==> config.mk <==
export PLATFORM = sky130hd
export DESIGN_NAME = pei_irq_logic
export DESIGN_NICKNAME = d
export VERILOG_FILES = /design/src/design/pei_pkg.sv /design/src/design/pei_smi_slave.sv /design/src/design/pei_irq_logic.sv
export SDC_FILE = /design/constraint.sdc
export NUM_CORES = 1
export LEC_CHECK = 0
export BUFFER_PORTS_ARGS = -buffer_cell sky130_fd_sc_hd__buf_2
export CAP_MARGIN = 20
export CORE_MARGIN = 10
export CORE_UTILIZATION = 30
export CTS_CLUSTER_DIAMETER = 200
export DETAILED_ROUTE_END_ITERATION = 10
export MAX_ROUTING_LAYER = met4
export SLEW_MARGIN = 20
export SYNTH_ARGS = -nofsm -noshare
export SYNTH_HDL_FRONTEND = slang
export SYNTH_SLANG_ARGS = --single-unit
==> constraint.sdc <==
create_clock -name mclk -period 3.81 [get_ports mclk]
set_input_delay 0.9525 -clock mclk [delete_from_list [all_inputs] [get_ports mclk]]
set_output_delay 0.9525 -clock mclk [all_outputs]
set_load 0.01 [all_outputs]
==> src/design/pei_pkg.sv <==
package pei_pkg;

	// management register addresses
	localparam logic [4:0] REG_STATUS1 = 5'h01;
	localparam logic [4:0] REG_AN_EXP = 5'h06;
	localparam logic [4:0] REG_MODE_CS = 5'h11;
	localparam logic [4:0] REG_SRC_FLAGS = 5'h1d;
	localparam logic [4:0] REG_IRQ_MASK = 5'h1e;

	// source bit positions in flag and mask registers
	localparam int SRC_LO = 1;
	localparam int SRC_HI = 7;
	localparam int SRC_ENERGY = 7;

	// bits of the mode control/status register handled here
	localparam int MODE_CS_ENERGY_BIT = 1;
	localparam int MODE_CS_ALT_BIT = 6;

	// per-source clear behaviour in the primary scheme
	localparam logic [7:0] FALL_CLR_SET = 8'hee;
	localparam logic [7:0] RD_STATUS1_CLR_SET = 8'h30;
	localparam logic [7:0] RD_AN_EXP_CLR_SET = 8'h06;
	localparam logic [7:0] RESTART_CLR_SET = 8'h06;

	// values after reset
	localparam logic [15:0] IRQ_MASK_RST = 16'h0080;
	localparam logic ALT_SEL_RST = 1'b0;

	// management frame
	localparam int SMI_PRE_LEN = 32;
	localparam int SMI_HDR_LAST = 12;
	localparam int SMI_DATA_LAST = 15;
	localparam logic [1:0] SMI_OP_RD = 2'h2;
	localparam logic [1:0] SMI_OP_WR = 2'h1;

	// timing
	localparam int unsigned CLK_KHZ = 250000;
	localparam int unsigned ED_DELAY_MS = 1000;
	localparam int unsigned ED_PULSE_MS = 256;
	localparam int unsigned ED_DELAY_CYC = ED_DELAY_MS * CLK_KHZ;
	localparam int unsigned ED_PULSE_CYC = ED_PULSE_MS * CLK_KHZ;

	typedef enum logic [3:0]
	{
		SMI_PRE = 4'h1,
		SMI_HDR = 4'h2,
		SMI_TA = 4'h4,
		SMI_DATA = 4'h8
	} pei_smi_state_t;

	typedef enum logic [2:0]
	{
		ED_IDLE = 3'h1,
		ED_WAIT = 3'h2,
		ED_PULSE = 3'h4
	} pei_ed_state_t;

endpackage

==> src/design/pei_smi_slave.sv <==
`timescale 1ns/1ns
module pei_smi_slave
(
	// clock and reset
	input wire logic mclk,
	input wire logic rst,
	// management pins
	input wire logic mdc,
	input wire logic mdio_in,
	output logic mdio_out,
	output logic mdio_oe_n,
	// own address
	input wire logic [4:0] phy_addr,
	// register access
	input wire logic [15:0] rd_data,
	output logic rd_req,
	output logic wr_req,
	output logic [4:0] reg_addr,
	output logic [15:0] wr_data
);

	logic mdc_s1_r;
	logic mdc_s2_r;
	logic mdc_s3_r;
	logic mdio_s1_r;
	logic mdio_s2_r;
	logic mdc_rise;
	logic [12:0] hdr;
	pei_pkg::pei_smi_state_t state_r;
	logic [5:0] ones_r;
	logic [4:0] cnt_r;
	logic [15:0] shift_r;
	logic is_rd_r;

	////////////////////////////////////////////////////////////////////////
	// pins come from the host's domain
	always_ff @(posedge mclk)
	begin
		mdc_s1_r <= mdc;
		mdc_s2_r <= mdc_s1_r;
		mdc_s3_r <= mdc_s2_r;
		mdio_s1_r <= mdio_in;
		mdio_s2_r <= mdio_s1_r;
	end

	// data is taken on the rising management clock
	assign mdc_rise = mdc_s2_r & ~mdc_s3_r;
	assign hdr = {shift_r[11:0], mdio_s2_r};

	////////////////////////////////////////////////////////////////////////
	always_ff @(posedge mclk)
	begin
		if (rst)
		begin
			state_r <= pei_pkg::SMI_PRE;
			ones_r <= 6'h00;
			cnt_r <= 5'h00;
			shift_r <= 16'h0000;
			is_rd_r <= 1'b0;
			rd_req <= 1'b0;
			wr_req <= 1'b0;
			reg_addr <= 5'h00;
			wr_data <= 16'h0000;
			mdio_out <= 1'b0;
			mdio_oe_n <= 1'b1;
		end
		else
		begin
			rd_req <= 1'b0;
			wr_req <= 1'b0;
			if (mdc_rise)
			begin
				case (state_r)
					pei_pkg::SMI_PRE:
					begin
						cnt_r <= 5'h00;
						if (mdio_s2_r)
						begin
							if (ones_r != 6'(pei_pkg::SMI_PRE_LEN))
								ones_r <= ones_r + 6'h01;
						end
						else
						begin
							ones_r <= 6'h00;
							if (ones_r == 6'(pei_pkg::SMI_PRE_LEN))
								state_r <= pei_pkg::SMI_HDR;
						end
					end
					pei_pkg::SMI_HDR:
					begin
						shift_r <= {shift_r[14:0], mdio_s2_r};
						cnt_r <= cnt_r + 5'h01;
						if (cnt_r == 5'(pei_pkg::SMI_HDR_LAST))
						begin
							cnt_r <= 5'h00;
							// foreign address or bad opcode: wait for a new preamble
							if (hdr[12] && hdr[9:5] == phy_addr &&
								(hdr[11:10] == pei_pkg::SMI_OP_RD ||
								hdr[11:10] == pei_pkg::SMI_OP_WR))
							begin
								state_r <= pei_pkg::SMI_TA;
								reg_addr <= hdr[4:0];
								is_rd_r <= (hdr[11:10] == pei_pkg::SMI_OP_RD);
								rd_req <= (hdr[11:10] == pei_pkg::SMI_OP_RD);
							end
							else
								state_r <= pei_pkg::SMI_PRE;
						end
					end
					pei_pkg::SMI_TA:
					begin
						cnt_r <= cnt_r + 5'h01;
						if (cnt_r == 5'h00)
						begin
							if (is_rd_r)
							begin
								shift_r <= rd_data;
								mdio_oe_n <= 1'b0;
								mdio_out <= 1'b0;
							end
						end
						else
						begin
							state_r <= pei_pkg::SMI_DATA;
							cnt_r <= 5'h00;
							if (is_rd_r)
							begin
								mdio_out <= shift_r[15];
								shift_r <= {shift_r[14:0], 1'b0};
							end
						end
					end
					pei_pkg::SMI_DATA:
					begin
						cnt_r <= cnt_r + 5'h01;
						if (is_rd_r)
						begin
							mdio_out <= shift_r[15];
							shift_r <= {shift_r[14:0], 1'b0};
						end
						else
							shift_r <= {shift_r[14:0], mdio_s2_r};
						if (cnt_r == 5'(pei_pkg::SMI_DATA_LAST))
						begin
							state_r <= pei_pkg::SMI_PRE;
							cnt_r <= 5'h00;
							mdio_oe_n <= 1'b1;
							if (!is_rd_r)
							begin
								wr_data <= {shift_r[14:0], mdio_s2_r};
								wr_req <= 1'b1;
							end
						end
					end
					default:
						state_r <= pei_pkg::SMI_PRE;
				endcase
			end
		end
	end

endmodule

==> src/design/pei_irq_logic.sv <==
`timescale 1ns/1ns
// Functional notes
// irq_out_n goes low whenever an event occurs on a source whose mask bit is set.
// both schemes assert the output the same way; only deassertion differs.
// scheme select bit in mode control/status: 0 primary, 1 alternate.
// primary scheme after every reset; software must select the alternate one.
// bits 7..1: energy, an done, remote fault, link down, ack, pd fault, page.
// primary: rising-edge sources clear on their falling edge or a flag register read.
// primary: link down sets on link falling; clears by status1 or flag read.
// primary: pd fault and page also clear on reg 6 read, restart, link down.
// energy flag cleared while energy high: ~1 s after energy falls, assert 256 ms.
// host should clear the energy mask bit when servicing an energy interrupt.
// energy mask bit reads 1 after reset, clears soon if no energy is seen.
// alternate: clearing a mask bit deasserts the output for that source.
// alternate: write 1 to a flag checks its source; clears only if inactive.
// alternate: host removes the cause first, then writes 1 to the flag.
// output is the active-low OR of enabled flags; low while any stays set.
// registers are reached over the management pins, sampled on rising mdc.
module pei_irq_logic
#(
	parameter int unsigned ED_DELAY_CYC = pei_pkg::ED_DELAY_CYC,
	parameter int unsigned ED_PULSE_CYC = pei_pkg::ED_PULSE_CYC,
	parameter int CNT_W = 28
)
(
	// clock and reset
	input wire logic mclk,
	input wire logic rst,
	// management pins
	input wire logic mdc,
	input wire logic mdio_in,
	output logic mdio_out,
	output logic mdio_oe_n,
	input wire logic [4:0] phy_addr,
	// interrupt pin
	output logic irq_out_n,
	// status from the transceiver core
	input wire logic energy_detect,
	input wire logic an_complete,
	input wire logic remote_fault,
	input wire logic link_up,
	input wire logic lp_ack,
	input wire logic pd_fault,
	input wire logic page_rcvd,
	input wire logic an_restart,
	// other registers of the device
	input wire logic [15:0] ext_rd_data,
	output logic reg_rd_req,
	output logic reg_wr,
	output logic [4:0] reg_addr,
	output logic [15:0] reg_wdata,
	// mode
	output logic alt_irq_scheme_sel
);

	logic [15:0] rd_data_r;
	logic [7:0] src;
	logic [7:0] src_prev_r;
	logic [7:0] flags_r;
	logic [7:0] mask_r;
	logic [7:0] set_ev;
	logic [7:0] clr_prim;
	logic [7:0] clr_alt;
	logic rd_status1;
	logic rd_an_exp;
	logic rd_flags;
	logic wr_flags;
	logic wr_mask;
	logic link_down_ev;
	logic ed_boot_r;
	logic ed_armed_r;
	logic ed_fall;
	logic energy_irq_enable_bit;
	pei_pkg::pei_ed_state_t ed_state_r;
	logic [CNT_W-1:0] ed_cnt_r;

	pei_smi_slave u_smi
	(
		.mclk(mclk),
		.rst(rst),
		.mdc(mdc),
		.mdio_in(mdio_in),
		.mdio_out(mdio_out),
		.mdio_oe_n(mdio_oe_n),
		.phy_addr(phy_addr),
		.rd_data(rd_data_r),
		.rd_req(reg_rd_req),
		.wr_req(reg_wr),
		.reg_addr(reg_addr),
		.wr_data(reg_wdata)
	);

	////////////////////////////////////////////////////////////////////////
	// source levels, active high; link down is the inverted link state
	assign src = {energy_detect, an_complete, remote_fault, ~link_up,
		lp_ack, pd_fault, page_rcvd, 1'b0};
	assign energy_irq_enable_bit = mask_r[pei_pkg::SRC_ENERGY];

	// read side effects exist only in the primary scheme
	assign rd_status1 = reg_rd_req && reg_addr == pei_pkg::REG_STATUS1 && !alt_irq_scheme_sel;
	assign rd_an_exp = reg_rd_req && reg_addr == pei_pkg::REG_AN_EXP && !alt_irq_scheme_sel;
	assign rd_flags = reg_rd_req && reg_addr == pei_pkg::REG_SRC_FLAGS && !alt_irq_scheme_sel;
	assign wr_flags = reg_wr && reg_addr == pei_pkg::REG_SRC_FLAGS;
	assign wr_mask = reg_wr && reg_addr == pei_pkg::REG_IRQ_MASK;
	assign link_down_ev = set_ev[pei_pkg::SRC_ENERGY-3];

	////////////////////////////////////////////////////////////////////////
	// sync reset samples the levels so no edge is seen at release
	always_ff @(posedge mclk)
	begin
		if (rst)
			src_prev_r <= src;
		else
			src_prev_r <= src;
	end

	assign set_ev[0] = 1'b0;
	assign clr_prim[0] = 1'b0;
	assign clr_alt[0] = 1'b0;

	genvar gi;
	generate
		for (gi = pei_pkg::SRC_LO; gi <= pei_pkg::SRC_HI; gi++)
		begin : g_src
			assign set_ev[gi] = src[gi] & ~src_prev_r[gi];
			assign clr_prim[gi] = (pei_pkg::FALL_CLR_SET[gi] & ~src[gi] & src_prev_r[gi])
				| rd_flags
				| (pei_pkg::RD_STATUS1_CLR_SET[gi] & rd_status1)
				| (pei_pkg::RD_AN_EXP_CLR_SET[gi] & rd_an_exp)
				| (pei_pkg::RESTART_CLR_SET[gi] & (an_restart | link_down_ev));
			assign clr_alt[gi] = wr_flags & reg_wdata[gi] & ~src[gi];

			// a new event wins over a clear in the same cycle
			always_ff @(posedge mclk)
			begin
				if (rst)
					flags_r[gi] <= 1'b0;
				else if (set_ev[gi])
					flags_r[gi] <= 1'b1;
				else if (alt_irq_scheme_sel ? clr_alt[gi] : clr_prim[gi])
					flags_r[gi] <= 1'b0;
			end
		end
	endgenerate

	assign flags_r[0] = 1'b0;

	////////////////////////////////////////////////////////////////////////
	// scheme select and mask
	always_ff @(posedge mclk)
	begin
		if (rst)
			alt_irq_scheme_sel <= pei_pkg::ALT_SEL_RST;
		else if (reg_wr && reg_addr == pei_pkg::REG_MODE_CS)
			alt_irq_scheme_sel <= reg_wdata[pei_pkg::MODE_CS_ALT_BIT];
	end

	always_ff @(posedge mclk)
	begin
		if (rst)
		begin
			mask_r <= pei_pkg::IRQ_MASK_RST[7:0];
			ed_boot_r <= 1'b1;
		end
		else if (wr_mask)
		begin
			mask_r <= {reg_wdata[7:1], 1'b0};
			ed_boot_r <= 1'b0;
		end
		else if (ed_boot_r && !energy_detect)
		begin
			// the start-up mask bit clears the first time energy is low, unless software writes the mask first
			mask_r[pei_pkg::SRC_ENERGY] <= 1'b0;
			ed_boot_r <= 1'b0;
		end
	end

	////////////////////////////////////////////////////////////////////////
	// delayed energy pulse; clearing the mask cancels it, which is why the
	// host is expected to drop that bit when it services the interrupt
	assign ed_fall = ~src[pei_pkg::SRC_ENERGY] & src_prev_r[pei_pkg::SRC_ENERGY];

	always_ff @(posedge mclk)
	begin
		if (rst || !energy_irq_enable_bit || alt_irq_scheme_sel)
			ed_armed_r <= 1'b0;
		else if (rd_flags && flags_r[pei_pkg::SRC_ENERGY] && energy_detect)
			ed_armed_r <= 1'b1;
		else if (ed_fall)
			ed_armed_r <= 1'b0;
	end

	always_ff @(posedge mclk)
	begin
		if (rst || !energy_irq_enable_bit)
		begin
			ed_state_r <= pei_pkg::ED_IDLE;
			ed_cnt_r <= '0;
		end
		else
		begin
			case (ed_state_r)
				pei_pkg::ED_IDLE:
				begin
					ed_cnt_r <= '0;
					if (ed_fall && ed_armed_r)
						ed_state_r <= pei_pkg::ED_WAIT;
				end
				pei_pkg::ED_WAIT:
				begin
					ed_cnt_r <= ed_cnt_r + 1'b1;
					if (ed_cnt_r == CNT_W'(ED_DELAY_CYC - 1))
					begin
						ed_cnt_r <= '0;
						ed_state_r <= pei_pkg::ED_PULSE;
					end
				end
				pei_pkg::ED_PULSE:
				begin
					ed_cnt_r <= ed_cnt_r + 1'b1;
					if (ed_cnt_r == CNT_W'(ED_PULSE_CYC - 1))
						ed_state_r <= pei_pkg::ED_IDLE;
				end
				default:
					ed_state_r <= pei_pkg::ED_IDLE;
			endcase
		end
	end

	////////////////////////////////////////////////////////////////////////
	// one register stage; the pin is glitch free at the cost of one cycle
	always_ff @(posedge mclk)
	begin
		if (rst)
			irq_out_n <= 1'b1;
		else
			irq_out_n <= ~(|(flags_r & mask_r) | (ed_state_r == pei_pkg::ED_PULSE));
	end

	////////////////////////////////////////////////////////////////////////
	// read data is captured with the request so read-to-clear cannot race it
	always_ff @(posedge mclk)
	begin
		if (rst)
			rd_data_r <= 16'h0000;
		else if (reg_rd_req)
		begin
			if (reg_addr == pei_pkg::REG_SRC_FLAGS)
				rd_data_r <= {8'h00, flags_r};
			else if (reg_addr == pei_pkg::REG_IRQ_MASK)
				rd_data_r <= {8'h00, mask_r};
			else if (reg_addr == pei_pkg::REG_MODE_CS)
			begin
				rd_data_r <= ext_rd_data;
				rd_data_r[pei_pkg::MODE_CS_ENERGY_BIT] <= energy_detect;
				rd_data_r[pei_pkg::MODE_CS_ALT_BIT] <= alt_irq_scheme_sel;
			end
			else
				rd_data_r <= ext_rd_data;
		end
	end

endmodule

Word level (Yosys, flattened, before mapping)
Cells that the tools add are included.
{ "classes": {"addsub": 3, "eq_ne": 33, "n_mux": 61, "bitwise": 66, "reduce_logical": 47} }
{ "ops": {"columns": ["op", "n"], "rows": [
  ["$pmux W28 S3", 1],
  ["$mux W16", 5],
  ["$pmux W16 S3", 1],
  ["$mux W1", 33],
  ["$add A28 B1 Y28 const B", 1],
  ["$and A1 B1 Y1", 28],
  ["$eq A28 B26 Y1 const B", 1],
  ["$eq A28 B28 Y1 const B", 1],
  ["$mux W28", 1],
  ["$not A1 Y1", 23],
  ["$mux W4", 5],
  ["$pmux W5 S4", 1],
  ["$reduce_bool A2 Y1", 10],
  ["$pmux W4 S4", 1],
  ["$eq A5 B5 Y1 const B", 3],
  ["$logic_and A1 B1 Y1", 15],
  ["$mux W5", 3],
  ["$or A1 B1 Y1", 14],
  ["$mux W3", 4],
  ["$mux W6", 2],
  ["$ne A2 B2 Y1 const B", 6],
  ["$reduce_and A3 Y1", 4],
  ["$eq A5 B4 Y1 const B", 2],
  ["$ne A2 B1 Y1 const B", 5],
  ["other kinds (33)", 40]
]} }
{ "word_totals": {"regBits": 134, "in_bits": 33, "output_inout_bits": 27, "elab_cells": 243} }

Longest topological paths before layout
{ "depth": {"ltp_word": 9, "mapped_depth": 9, "depth_no_buf": 8} }

Cells and area by module
Synthesis repeated with hierarchy kept, for this count alone.
{ "hier_totals": {"hier_cells": 754, "area_unflattened_um2": 6580.1} }
{ "by_module_without_submodules": {"columns": ["module", "n_inst", "cells_per_inst", "area_each_um2", "seq_area_each_um2"], "rows": [
  ["pei_irq_logic", 1, 422, 3647.2, 1441.4],
  ["pei_smi_slave", 1, 332, 2932.8, 1241.2]
]} }

Worst setup path before layout
No wires, ideal clock.
{ "synth_timing": {"kind": "input to register", "startpoint": "input phy_addr[3]", "endpoint": "register u_smi.state_r[0]", "setup_ns": 0.137, "t_arrival_ns": 1.924, "required_time_ns": 3.673, "path_slack_ns": 1.748, "cell_stages": 5, "path_buffers": 0, "cell_sequence": "xor2_1 -> nand4b_1 -> nor4_4 -> or2b_1 -> a31oi_1"} }
{ "synth_between": {"elab_chain_len": 6} }
{ "synth_rtl": {"columns": ["item", "line_no", "source"], "rows": [
  ["start: declaration", "pei_irq_logic.sv:34", "input wire logic [4:0] phy_addr,"],
  ["$eq A5 B5 Y1", "pei_smi_slave.sv:97", "if (hdr[12] && hdr[9:5] == phy_addr &&"],
  ["$logic_and A1 B1 Y1 (2 in series)", "pei_smi_slave.sv:97", null],
  ["$mux W3", "pei_smi_slave.sv:97", null],
  ["$mux W4", "pei_smi_slave.sv:93", "if (cnt_r == 5'(pei_pkg::SMI_HDR_LAST))"],
  ["$pmux W4 S4", "pei_smi_slave.sv:73", "case (state_r)"],
  ["end signal: assignment", "pei_smi_slave.sv:86", "state_r <= pei_pkg::SMI_HDR;"],
  ["end signal: assignment", "pei_smi_slave.sv:101", "state_r <= pei_pkg::SMI_TA;"],
  ["end signal: assignment", "pei_smi_slave.sv:107", "state_r <= pei_pkg::SMI_PRE;"],
  ["end: declaration", "pei_smi_slave.sv:29", "pei_pkg::pei_smi_state_t state_r;"]
]} }
No other way between the ends. The select of a mux whose other input is x is not followed.
A chain may end at the register's enable or synchronous reset.

Worst setup path in the final report
{ "layout_timing": {"startpoint": "register alt_irq_scheme_sel", "endpoint": "output alt_irq_scheme_sel"} }
{ "layout_lines": {"columns": ["item", "line_no", "source"], "rows": [
  ["start: declaration", "pei_irq_logic.sv:53", "output logic alt_irq_scheme_sel"],
  ["start signal: assignment", "pei_irq_logic.sv:153", "alt_irq_scheme_sel <= pei_pkg::ALT_SEL_RST;"],
  ["start signal: assignment", "pei_irq_logic.sv:155", "alt_irq_scheme_sel <= reg_wdata[pei_pkg::MODE_CS_ALT_BIT];"]
]} }
No word-level cell between the ends.

==> impl_metrics.ini <==
[synthesis]
synth_mux_area_share_pct = 7.31
ys_warn_count = 0
avgSynthCellArea_um2 = 8.92
synth_area_um2 = 6290
syn-num-nets = 747
synthAdderAreaFrac_pct = 1.59
synth_area_leaders = dfxtp_1, mux2i_1, nor2_1, a21oi_1, xor2_1
synthXorXnorAreaFrac_pct = 4.73
yosys.area_share.simple_pct = 24.5
ys_ff_latch = 134
ys_async_sr_fraction_pct = 0
netlist.area_leader.share_pct = 42.6
seq_area_frac_synth_pct = 42.6
synth_top_family_by_area = simple AND/OR/NAND/NOR gates
syn_inst = 706
synth_edf_count = 0
synth_compound_area_share_pct = 14.7
yosys.area.top_type = dfxtp_1
synth_top_flop_cell = dfxtp_1
yosysUniqueCellTypes = 68

[cts]
cts_tree = yes
htree_levels = 4
cts_resized = 0
insertion_delay_ns = 0.42
clock_path_buffers = 2
cts_setup_buffers = 0
clk_pin_slew_worst_paths_ns = 0.06
cts-root-buf = clkbuf_16
cts_buffers = 17
hold_buffers = 0
clock_sinks = 134

[pwr]
p_per_area_nw_per_um2 = 431
p_leak_nw = 2.86
switchingPower_w = 0.000682
swShare_pct = 21.4
power_frac_clock_pct = 52.5
combPwrFrac_pct = 2.7
max-vdd-ir-drop_mv = 0.316
p_int_w = 0.00250
p_seq_share_pct = 44.9

[final_layout]
finalNetCount = 793
num_antenna_cells = 0
area_growth_pct = 17.2
final_common_cell = dfxtp_1
drive_gt1_share_pct = 14.6
most-common-layout-cells = dfxtp_1, nor2_1, buf_2
finalCoreUtilization_pct = 36.1

[placed_design]
portBuffers = 59
place_ws_ns = 1.36
gp_congestion = 0.797
dp_hpwl_um = 11200

[floorplanning]
ios = 60
rows = 52
die_w_um = 165
coreArea_um2 = 20400
floorplan.initialDensity_pct = 30.8
dieArea_um2 = 27200
die_y_um = 165

[global_routing]
grt_pass1_vias = 4932
grt_max_degree = 43
grt_pass1_wl_um = 26200
antenna_found_initial = 0
grt_overflow = 0
grt_use_total_pct = 12.4

[timing]
finalCritPeriodShare_pct = 62.8
hold_viol_final = 0
fin_worst_skew_ns = 0.0111
finalSetupTns_ns = 0
fmax_mhz = 418
setup_violations = 0
tightestPinTransition_ns = 0.891
rsz0062_at_grt = false
slew_headroom_pct = 40.1
finalWorstSetupSlack_ns = 1.42
drv_slew = 0
hold_ws_ns = 0.327
period_needed_ns = 2.39

[worst_setup_path]
arrival_ns = 1.44
crit_fanout = 19
cpMaxStageDelayCell = dfxtp_1
worstPathCellList = buf_2
crit_buf_inv = 1
cp.depth = 1
start_kind = register
crit_path_end_kind = primary output
worstSetupPathType = register to primary output
cpPeakStageDelay_ns = 0.76
r2r.worst_path.cells = 7
crit_family = flip-flops
worstPathRequired_ns = 2.86
r2r_setup_slack_ns = 1.44

[route]
drc_errors = 0
vias = 5134
drt-total-wl_um = 15900
viasPerCell = 4.96
detail-route-antenna-nets = 0
wl_per_cell_um = 15.3
drt_iter0_drc = 389
dr.pass1.iters = 5

[worst_hold_path]
hold_path.class = register to register
min_delay_path_depth = 0

[run_status]
outcome = completed

[run]
drv_cap = 0
-- sequential cells by signal, summed over array words and instances, names as in the netlist, 3 cells and up --
signal and cells:
ed_cnt_r 28, ed_state_r 3, flags_r 7, mask_r 7
rd_data_r 16, src_prev_r 7, u_smi.cnt_r 5, u_smi.ones_r 6
u_smi.reg_addr 5, u_smi.shift_r 16, u_smi.state_r 4, u_smi.wr_data 16
-- layer usage --
| metal | up-vias | part of all wire, % | GRT usage (%) |
|---|---|---|---|
| li1 | 2641 | - | - |
| met1 | 2405 | 52 | 16.7 |
| met2 | 81 | 45 | 18.1 |
| met3 | 7 | 3.0 | 2.89 |
| met4 | 0 | 0.67 | 3.50 |
| met5 | - | 0 | - |
-- cell families (layout without fill, tap and decap cells) --
logic type,Yosys count,after routing
and+or+nand+nor,286,286
AOI/OAI and AO/OA,139,139
DFF,134,134
buffers and inverters,59,118
muxes,46,46
xor gates and xnor gates,34,34
adders and majority gates,8,8
-- Yosys cell counts, types with 5 or more instances --
master / count
nand3_1: 26
a211oi_1: 19
nand4_1: 19
nand2_1: 33
nor3_1: 13
ha_1: 8
dfxtp_1: 134
xnor2_1: 14
nor3b_1: 9
o21ai_0: 25
nor4_1: 7
nor4b_1: 5
a22oi_1: 5
a31oi_1: 10
clkbuf_1: 23
or3_1: 5
nand2b_1: 8
inv_1: 19
nor2_1: 99
nor2b_1: 21
buf_2: 9
mux2i_1: 46
a21o_1: 8
a21oi_1: 38
o211ai_1: 8
xor2_1: 20
-- worst register-to-register path, delay by kind of cell (launching register included) --
family / cells / cell delay [ns]
AO/OA/AOI/OAI: 1 / 0.13
adder cells (fa/ha/maj): 1 / 0.15
buffers and inverters: 1 / 0.06
flip-flops: 1 / 0.34
AND/OR/NAND/NOR: 4 / 1.63
-- final cells by class --
type | count | area [um2]
clock buffer | 21 | 450
clock inverter | 11 | 148
fill | 2140 | 13100
inverter | 19 | 71.3
multi-input combinational | 513 | 3330
sequential | 134 | 2680
tap | 270 | 338
timing repair buffer | 67 | 355
-- per-stage QoR --
step / instance area, um2 / total power (W) / cells
floorplan: 6290 / 0.00151 / 706
global placement: 6770 / 0.00154 / 1003
detailed placement: 6780 / 0.00154 / 1003
CTS: 7380 / 0.00322 / 1035
global route: 7380 / 0.00329 / 1035
finish: 7380 / 0.00318 / 1035
-- power by group through the flow --
stage,clock [W],combinational (W),sequential [W]
floorplan,0,0.0000525,0.00145
global placement,0,0.0000854,0.00146
detailed placement,0,0.0000851,0.00146
CTS,0.00171,0.0000852,0.00143
global route,0.00177,0.0000956,0.00143
finish,0.00167,0.0000849,0.00143
-- path summary, 6_finish.rpt --
path,start,end
worst max-delay path,alt_irq_scheme_sel$_SDFFE_PP0P_,alt_irq_scheme_sel
worst min-delay path,u_smi.mdio_s1_r$_DFF_P_,u_smi.mdio_s2_r$_DFF_P_
worst max register to register,u_smi.cnt_r[0]$_SDFFE_PP0P_,u_smi.cnt_r[3]$_SDFFE_PP0P_
worst min register to register,u_smi.mdio_s1_r$_DFF_P_,u_smi.mdio_s2_r$_DFF_P_
(Power assumes the default switching activity.)
